## src/hw/link_flags_pkg.sv

```systemverilog
// constants shared by the link status and error flag bank
package link_flags_pkg;

  // ----------------------------------------------------------------
  // register offsets
  // ----------------------------------------------------------------
  localparam logic [7:0] CTRL_OFS    = 8'h08;
  localparam logic [7:0] STATUS_OFS  = 8'h09;
  localparam logic [7:0] ERROR_OFS   = 8'h0A;

  // ----------------------------------------------------------------
  // control register strobe positions
  // ----------------------------------------------------------------
  localparam int CTRL_ERR_CLR  = 2;
  localparam int CTRL_IRQ_CLR  = 3;
  localparam int CTRL_DATA_ACK = 4;
  localparam int CTRL_STOP     = 7;

  // ----------------------------------------------------------------
  // status register field positions
  // ----------------------------------------------------------------
  localparam int ST_DONE   = 0;
  localparam int ST_WAKEUP = 1;
  localparam int ST_ERROR  = 2;
  localparam int ST_IRQ    = 3;
  localparam int ST_IDENT  = 4;

  // ----------------------------------------------------------------
  // error register field positions
  // ----------------------------------------------------------------
  localparam int ER_READBACK = 0;
  localparam int ER_CHECKSUM = 1;
  localparam int ER_TIMEOUT  = 2;
  localparam int ER_PARITY   = 3;
  localparam int ER_SYNC     = 4;
  localparam int ER_WIDTH    = 5;

  // ----------------------------------------------------------------
  // reset values and timing
  // ----------------------------------------------------------------
  localparam logic [7:0] REG_RESET = 8'h00;
  localparam logic [7:0] READ_ZERO = 8'h00;
  localparam int MAX_FRAME_BITS    = 176;

endpackage : link_flags_pkg

```

## src/hw/frame_len_timer.sv

```systemverilog
// bit-time counter that flags a frame reaching its longest length, on its MAX_BITS-th bit time
`timescale 1ns/1ps
`default_nettype none

module frame_len_timer #(
  parameter int MAX_BITS = link_flags_pkg::MAX_FRAME_BITS
) (
  input  wire logic ref_clk,   // system clock
  input  wire logic arst_n,    // async reset, active low
  input  wire logic start,     // frame begins
  input  wire logic finish,    // frame ends
  input  wire logic tick,      // one pulse per bit time
  output logic      overrun    // one-cycle pulse on overrun
);

  localparam int CW = $clog2(MAX_BITS + 1);
  localparam logic [CW-1:0] LAST = CW'(MAX_BITS - 1);

  logic          run_r;
  logic [CW-1:0] cnt_r;
  wire           hit = run_r && tick && (cnt_r == LAST);

  always_ff @(posedge ref_clk or negedge arst_n) begin
    if (!arst_n) begin
      run_r   <= 1'b0;
      cnt_r   <= '0;
      overrun <= 1'b0;
    end else begin
      overrun <= hit;
      if (start) begin
        run_r <= 1'b1;
        cnt_r <= '0;
      end else if (finish || hit) begin
        run_r <= 1'b0;
      end else if (run_r && tick) begin
        cnt_r <= cnt_r + CW'(1);
      end
    end
  end

endmodule // frame_len_timer

`default_nettype wire

```

## src/hw/link_status_flags.sv

```systemverilog
// status and error flag bank of the serial link controller
`timescale 1ns/1ps
`default_nettype none

module link_status_flags #(
  parameter int MAX_FRAME_BITS = link_flags_pkg::MAX_FRAME_BITS
) (
  input  wire logic       ref_clk,             // system clock, 200 MHz
  input  wire logic       arst_n,              // async reset, active low
  input  wire logic [7:0] addr,                // register address
  input  wire logic [7:0] wr_data,             // write data
  input  wire logic       wr_en,               // write strobe
  input  wire logic       rd_en,               // read strobe
  output logic      [7:0] rd_data,             // read data, cycle after rd_en
  input  wire logic       slave_mode,          // 1 slave, 0 master
  input  wire logic       ident_rx_evt,        // identifier taken from bus
  input  wire logic       frame_start_evt,     // transmission starts
  input  wire logic       frame_done_evt,      // transmission finished
  input  wire logic       bit_tick,            // one pulse per bit time
  input  wire logic       wakeup_tx_active,    // wakeup being sent
  input  wire logic       wakeup_rx_evt,       // wakeup received
  input  wire logic       sync_tol_evt,        // sync edges out of tolerance
  input  wire logic       parity_fail_evt,     // identifier parity bad
  input  wire logic       resp_missing_evt,    // slave did not answer
  input  wire logic       data_missing_evt,    // expected data absent
  input  wire logic       first_byte_done_evt, // first byte after id received
  input  wire logic       checksum_fail_evt,   // checksum mismatch
  input  wire logic       tx_active,           // device driving the bus
  input  wire logic       tx_level,            // level being driven
  input  wire logic       rx_pin,              // bus level, asynchronous
  output logic            irq_pending,         // interrupt pending level
  output logic            error_present,       // status error bit
  output logic            data_ack_pulse,      // data acknowledge strobe
  output logic            stop_pulse           // stop strobe
);

  // ----------------------------------------------------------------
  // register decode
  // ----------------------------------------------------------------
  wire sel_ctrl   = (addr == link_flags_pkg::CTRL_OFS);
  wire sel_status = (addr == link_flags_pkg::STATUS_OFS);
  wire sel_error  = (addr == link_flags_pkg::ERROR_OFS);
  wire ctrl_wr    = wr_en && sel_ctrl;

  wire err_clr  = ctrl_wr && wr_data[link_flags_pkg::CTRL_ERR_CLR];
  wire irq_clr  = ctrl_wr && wr_data[link_flags_pkg::CTRL_IRQ_CLR];
  wire ack_wr   = ctrl_wr && wr_data[link_flags_pkg::CTRL_DATA_ACK];
  wire stop_wr  = ctrl_wr && wr_data[link_flags_pkg::CTRL_STOP];

  // ----------------------------------------------------------------
  // bus readback synchroniser and alignment
  // ----------------------------------------------------------------
  logic rx_meta_r;
  logic rx_sync_r;
  logic txa_d1_r;
  logic txa_d2_r;
  logic txl_d1_r;
  logic txl_d2_r;

  always_ff @(posedge ref_clk or negedge arst_n) begin
    if (!arst_n) begin
      rx_meta_r <= 1'b1;
      rx_sync_r <= 1'b1;
    end else begin
      rx_meta_r <= rx_pin;
      rx_sync_r <= rx_meta_r;
    end
  end

  // driven level delayed to match the two-stage synchroniser
  always_ff @(posedge ref_clk or negedge arst_n) begin
    if (!arst_n) begin
      txa_d1_r <= 1'b0;
      txa_d2_r <= 1'b0;
      txl_d1_r <= 1'b1;
      txl_d2_r <= 1'b1;
    end else begin
      txa_d1_r <= tx_active;
      txa_d2_r <= txa_d1_r;
      txl_d1_r <= tx_level;
      txl_d2_r <= txl_d1_r;
    end
  end

  wire readback_bad = bit_tick && txa_d2_r && (rx_sync_r != txl_d2_r);

  // ----------------------------------------------------------------
  // frame length supervision
  // ----------------------------------------------------------------
  wire frame_overrun;

  frame_len_timer #(
    .MAX_BITS (MAX_FRAME_BITS)
  ) u_frame_timer (
    .ref_clk  (ref_clk),
    .arst_n   (arst_n),
    .start    (frame_start_evt),
    .finish   (frame_done_evt),
    .tick     (bit_tick),
    .overrun  (frame_overrun)
  );

  // ----------------------------------------------------------------
  // acknowledge window after the identifier
  // ----------------------------------------------------------------
  logic ack_wait_r;
  logic ack_wait_nxt;

  wire ack_late = ack_wait_r && first_byte_done_evt && !(ack_wr || stop_wr);

  always_comb begin
    ack_wait_nxt = ack_wait_r;
    if (ident_rx_evt && slave_mode) begin
      ack_wait_nxt = 1'b1;
    end
    if (ack_wr || stop_wr || first_byte_done_evt || frame_start_evt) begin
      ack_wait_nxt = 1'b0;
    end
  end

  always_ff @(posedge ref_clk or negedge arst_n) begin
    if (!arst_n) begin
      ack_wait_r <= 1'b0;
    end else begin
      ack_wait_r <= ack_wait_nxt;
    end
  end

  // ----------------------------------------------------------------
  // error register
  // ----------------------------------------------------------------
  logic [link_flags_pkg::ER_WIDTH-1:0] err_r;
  logic [link_flags_pkg::ER_WIDTH-1:0] err_set;
  logic [link_flags_pkg::ER_WIDTH-1:0] err_nxt;

  wire timeout_hit = (resp_missing_evt && !slave_mode)
                   || (data_missing_evt && slave_mode)
                   || frame_overrun
                   || ack_late;

  always_comb begin
    err_set = '0;
    err_set[link_flags_pkg::ER_SYNC]     = sync_tol_evt && slave_mode;
    err_set[link_flags_pkg::ER_PARITY]   = parity_fail_evt && slave_mode;
    err_set[link_flags_pkg::ER_TIMEOUT]  = timeout_hit;
    err_set[link_flags_pkg::ER_CHECKSUM] = checksum_fail_evt;
    err_set[link_flags_pkg::ER_READBACK] = readback_bad;
  end

  // a new error in the clearing cycle survives the clear
  always_comb begin
    err_nxt = err_r;
    if (err_clr) begin
      err_nxt = '0;
    end
    err_nxt = err_nxt | err_set;
  end

  always_ff @(posedge ref_clk or negedge arst_n) begin
    if (!arst_n) begin
      err_r <= '0;
    end else begin
      err_r <= err_nxt;
    end
  end

  wire any_err_set = |err_set;

  // ----------------------------------------------------------------
  // status flags
  // ----------------------------------------------------------------
  logic ident_r;
  logic ident_nxt;
  logic irq_nxt;
  logic error_nxt;
  logic wake_rx_r;
  logic wake_rx_nxt;
  logic done_r;
  logic done_nxt;

  wire irq_set = ident_rx_evt || frame_done_evt || wakeup_rx_evt || any_err_set;

  always_comb begin
    ident_nxt = ident_r;
    if (ack_wr || stop_wr || frame_start_evt) begin
      ident_nxt = 1'b0;
    end
    if (ident_rx_evt) begin
      ident_nxt = 1'b1;
    end
  end

  always_comb begin
    irq_nxt = irq_pending;
    if (irq_clr) begin
      irq_nxt = 1'b0;
    end
    if (irq_set) begin
      irq_nxt = 1'b1;
    end
  end

  always_comb begin
    error_nxt = error_present;
    if (err_clr) begin
      error_nxt = 1'b0;
    end
    if (any_err_set) begin
      error_nxt = 1'b1;
    end
  end

  always_comb begin
    wake_rx_nxt = wake_rx_r;
    if (frame_start_evt) begin
      wake_rx_nxt = 1'b0;
    end
    if (wakeup_rx_evt) begin
      wake_rx_nxt = 1'b1;
    end
  end

  always_comb begin
    done_nxt = done_r;
    if (frame_start_evt) begin
      done_nxt = 1'b0;
    end
    if (frame_done_evt) begin
      done_nxt = 1'b1;
    end
  end

  always_ff @(posedge ref_clk or negedge arst_n) begin
    if (!arst_n) begin
      ident_r       <= 1'b0;
      irq_pending   <= 1'b0;
      error_present <= 1'b0;
      wake_rx_r     <= 1'b0;
      done_r        <= 1'b0;
    end else begin
      ident_r       <= ident_nxt;
      irq_pending   <= irq_nxt;
      error_present <= error_nxt;
      wake_rx_r     <= wake_rx_nxt;
      done_r        <= done_nxt;
    end
  end

  logic [7:0] status_word;

  always_comb begin
    status_word = link_flags_pkg::REG_RESET;
    status_word[link_flags_pkg::ST_IDENT]  = ident_r;
    status_word[link_flags_pkg::ST_IRQ]    = irq_pending;
    status_word[link_flags_pkg::ST_ERROR]  = error_present;
    status_word[link_flags_pkg::ST_WAKEUP] = wakeup_tx_active || wake_rx_r;
    status_word[link_flags_pkg::ST_DONE]   = done_r;
  end

  // ----------------------------------------------------------------
  // read path and control strobes
  // ----------------------------------------------------------------
  wire [7:0] error_word = {3'h0, err_r};

  wire [7:0] rd_mux = !rd_en      ? link_flags_pkg::READ_ZERO :
                      sel_status ? status_word :
                      sel_error  ? error_word  :
                      link_flags_pkg::READ_ZERO;

  always_ff @(posedge ref_clk or negedge arst_n) begin
    if (!arst_n) begin
      rd_data        <= link_flags_pkg::REG_RESET;
      data_ack_pulse <= 1'b0;
      stop_pulse     <= 1'b0;
    end else begin
      rd_data        <= rd_mux;
      data_ack_pulse <= ack_wr;
      stop_pulse     <= stop_wr;
    end
  end

endmodule // link_status_flags

`default_nettype wire

```

## config.mk

```make
export PLATFORM = sky130hd
export DESIGN_NAME = link_status_flags
export DESIGN_NICKNAME = d
export VERILOG_FILES = /design/src/hw/link_flags_pkg.sv /design/src/hw/frame_len_timer.sv /design/src/hw/link_status_flags.sv
export SDC_FILE = /design/constraint.sdc
export NUM_CORES = 1
export LEC_CHECK = 0
export BUFFER_PORTS_ARGS = -buffer_cell sky130_fd_sc_hd__buf_2
export CORE_UTILIZATION = 53
export DETAILED_ROUTE_END_ITERATION = 6
export MAX_ROUTING_LAYER = met4
export PLACE_DENSITY = 0.95
export SYNTH_ARGS = -nofsm -noshare
export SYNTH_HDL_FRONTEND = slang
export SYNTH_SLANG_ARGS = --single-unit
```

## constraint.sdc

```tcl
create_clock -name ref_clk -period 4.7 [get_ports ref_clk]
set_input_delay 0.705 -clock ref_clk [delete_from_list [all_inputs] [get_ports ref_clk]]
set_output_delay 0.705 -clock ref_clk [all_outputs]
set_load 0.02 [all_outputs]
```

==> flow_results.org <==
** Timing
- The routed design could run at a clock period as short as 1936 ps.
- Total Neg Setup Slack :: 0 ps
- Setup violations remaining at the end of the flow were counted as 0.
- Headroom to the max-slew limit came out at 53.58%.
- The final number of max-transition violations was 0.
- Setup repair after global routing left no endpoint under its margin.
- Hold violation count in the final report :: 0
- Clock skew on the completed layout was measured at 4.966 ps.
- At the pin with the least slew margin, the transition time is 696.2 ps.
- Share of the clock period used by the worst path after layout :: 41.20%
- Static timing analysis puts the maximum clock frequency at between 500 and 600 MHz.
- Across all setup checks in the final design, the least slack found is 2764 ps.

** Clock network
- Clock sink count :: 34
- TritonCTS created 5 clock buffers.
- Clk root buf :: clkbuf_4
- TritonCTS built the clock tree.
- After clock tree synthesis, the flow added hold-fix buffers numbering 0.
- Gates resized during post-CTS repair numbered 0.
- CTS max path bufs :: 2
- CTS H-Tree Depth :: 2
- Post CTS Setup Buffer Count :: 0
- Clock edge transition at the registers on the reported setup and hold paths :: 100 ps
- Clock Latency Late Sink :: 330 ps

** Die
- Height of the die :: around 54 um
- Measured along the x axis, the die boundary spans 54.42 um.
- Die Outline Area :: 0.002962 mm2
- The floorplan has 18 rows.
- Initial core utilization :: between 50% and 60%
- The core region is 0.002545 mm2.
- 48 I/O pins were placed.

** Setup path
- Reg2reg setup slack :: 3010 ps
- Measured in cells, the most critical reg-to-reg path has a length of 5.
- Critical path cell sequence :: buf_2, or4_4, nor4_4, o211ai_2, a211o_1
- Worst r2r src :: u_frame_timer.cnt_r[0]
- Data on the critical path arrives at its endpoint at 2160 ps.
- The setup path with the least slack is of type primary input to register.
- STA classifies the critical path endpoint as a register.
- CP max stage delay :: 560 ps
- Critical register-to-register path endpoint :: u_frame_timer.cnt_r[3]
- Max FO, Critical Path :: 4
- CP startpoint kind :: primary input
- Worst path required time :: 4930 ps
- The slowest stage of the critical path belongs to the cell or4_4.

** GRT
- The total overflow left after global routing is 0.
- The via count of the first global-routing pass came to ~960.
- GRT Util Overall :: 22.51%
- Entering global routing, the biggest net connects 35 pins.
- The first global-routing pass estimated between 4000 and 5000 um of wire.
- The initial antenna violation count came to 0.

** Layout
- The area growth from synthesis to layout is 19.16%.
- Cells fill 68.19% of the core in the end.
- Across the whole layout, storage elements account for 855.8 um2.
- The number of antenna diodes in the final layout is 0.
- Counting the fill cells in the layout gives 191.
- Area used by multi-input combinational logic :: between 500 and 600 um2
- Layout Nets :: 207
- The post-route netlist has 35.09% of its cells at a drive strength greater than 1.

** Synth
- In this run, synthesis produced a sequential element count of 34.
- The average instance in the mapped netlist occupies 11.65 um2.
- In this run, distinct cell masters in the synthesized netlist total between 40 and 50.
- Number of warnings printed during yosys synthesis :: 0
- In the synthesized netlist the async set-or-reset flop fraction comes to 100.0%.
- The synthesized design contains 0 enable-type register cells.
- Leading register cell type out of synthesis :: dfrtp_1
- The synthesized netlist occupies a cell area of between 0.001 and 0.0015 mm2.
- Sequential cells were found to cover 58.76% of the synthesized design area.
- After technology mapping, the gate count stands at 125.

** Route
- The detail route stage leaves a number of antenna-violating nets equal to 0.
- DRC :: 0
- Detailed router's first-iteration violation count :: 12
- Dividing the detail-routed wire length by the instance count gives 14.10 um.
- The first TritonRoute pass finished after 5 iterations.
- Via count :: 1,141
- After detailed routing, the number of vias per cell comes to 5.677.
- The routed design has 2834 um of wire.

** Place
- Number of buffers inserted by port buffering :: 40
- The HPWL after detailed placement is 2186 um.
- Pre-CTS setup slack :: 2405 ps
- Final Wtd Congestion :: 0.8534

** Min path
- The worst hold path passes through 0 cells.
- WHS Endpoint :: txa_d2_r
- Worst Min Path Start :: txa_d1_r
- The path class of the tightest hold or removal check is register to register.

** Flow run
- The tool flagged a number of max-cap violations equal to 0.

** Power and ir drop
- Across the VDD grid, the largest voltage drop is 0.0002430 V.
- P per Cell Area :: between 200 and 300 mW/mm2
- For this design the static power due to leakage is roughly 0.79 nW.

** Outcome
- The run finished with clean final reports.
## worst max-delay path: cells and delay by family
kind / cells / cell delay [ps]
buffers and inverters: 1 / 90
AO/OA/AOI/OAI: 2 / 370
AND/OR/NAND/NOR: 2 / 990
## kinds of logic after synthesis
logic type	synth area share, %
AND/OR/NAND/NOR	18.13
flip-flops	58.76
AO/OA/AOI/OAI	16.15
buffers and inverters	2.834
XOR/XNOR	3.007
adder cells (fa/ha/maj)	0.8590
other	0.2575
## layout by cell type (no fill, tap or decap), types with 2 or more instances in the layout
master    synthesis  layout
clkbuf_4          0       5
xnor2_1           4       4
dfrtp_1          30      30
a22oi_1           4       4
nor2b_1           3       3
and2_1            3       3
dfstp_2           4       4
nand3_1           2       2
conb_1            1       3
o21a_1            2       2
inv_1             4       4
a21oi_1           5       5
o21ai_0           4       4
nor4_1            3       3
a21o_1            5       5
a22o_1            2       2
nand2_1           8       8
nor2_1           10      10
and3_1            2       2
buf_2             0      40
## where the power goes
| group | internal [mW] | switching, mW | total (mW) | leakage [nW] |
|---|---|---|---|---|
| sequential | 0.300 | 0.00390 | 0.304 | 0.406 |
| combinational | 0.0185 | 0.0254 | 0.0440 | 0.352 |
| clock | 0.0724 | 0.0916 | 0.164 | 0.0353 |
## metrics by stage
stage               instance area (um2)  total power, mW  std cells  hold WS, ps
finish                             1735           0.5120        201        361.4
global route                       1735           0.5337        201        365.0
CTS                                1735           0.5167        201        363.3
detailed placement                 1675           0.3539        193        341.3
global placement                   1675           0.3519        193        336.7
floorplan                          1464           0.3308        127        331.2
## cells in the mapped netlist (all sizes together) (3+ instances only)
| library cell | instances | area [um2] |
|---|---|---|
| a22oi | 4 | 30.03 |
| buf | 3 | 22.52 |
| dfrtp | 30 | 750.7 |
| a21oi | 5 | 25.02 |
| inv | 4 | 15.01 |
| nor2 | 10 | 37.54 |
| dfstp | 4 | 105.1 |
| a21o | 6 | 46.30 |
| xnor2 | 4 | 35.03 |
| nand2 | 8 | 30.03 |
| and2 | 3 | 18.77 |
| o21ai | 4 | 20.02 |
| nor2b | 3 | 18.77 |
| nor4 | 4 | 40.04 |
## worst max path at each step
| stage | start | endpoint | cells past startpoint |
|---|---|---|---|
| after floorplan | addr[5] | irq_pending | 4 |
| after global placement | addr[5] | irq_pending | 5 |
| after detailed placement | addr[5] | irq_pending | 5 |
| after CTS | addr[5] | irq_pending | 5 |
| after global routing | addr[5] | irq_pending | 5 |
| final | addr[5] | irq_pending | 5 |
## flip-flops by register name, summed over array words and instances, names as in the netlist
name and cells:
ack_wait_r 1, data_ack_pulse 1, done_r 1, err_r 5
error_present 1, ident_r 1, irq_pending 1, rd_data 5
rx_meta_r 1, rx_sync_r 1, stop_pulse 1, txa_d1_r 1
txa_d2_r 1, txl_d1_r 1, txl_d2_r 1, u_frame_timer.cnt_r 8
u_frame_timer.overrun 1, u_frame_timer.run_r 1, wake_rx_r 1
## layer usage
layer  up-vias  track usage, %  share of wire (%)
li1        534               -                  -
met1       566           26.96                 41
met2        36           33.54                 52
met3         5           6.111                5.4
met4         0           14.10                1.4
met5         -               -                  0
## cell type report
type | instances | area share (%)
clock inverter | 1 | 0.2884
inverter | 4 | 0.8652
clock buffer | 7 | 3.172
sequential | 34 | 49.32
multi-input combinational | 85 | 32.66
timing repair buffer | 40 | 11.54
tap | 30 | 2.163
No activity file was read; power rests on OpenSTA's default activity.
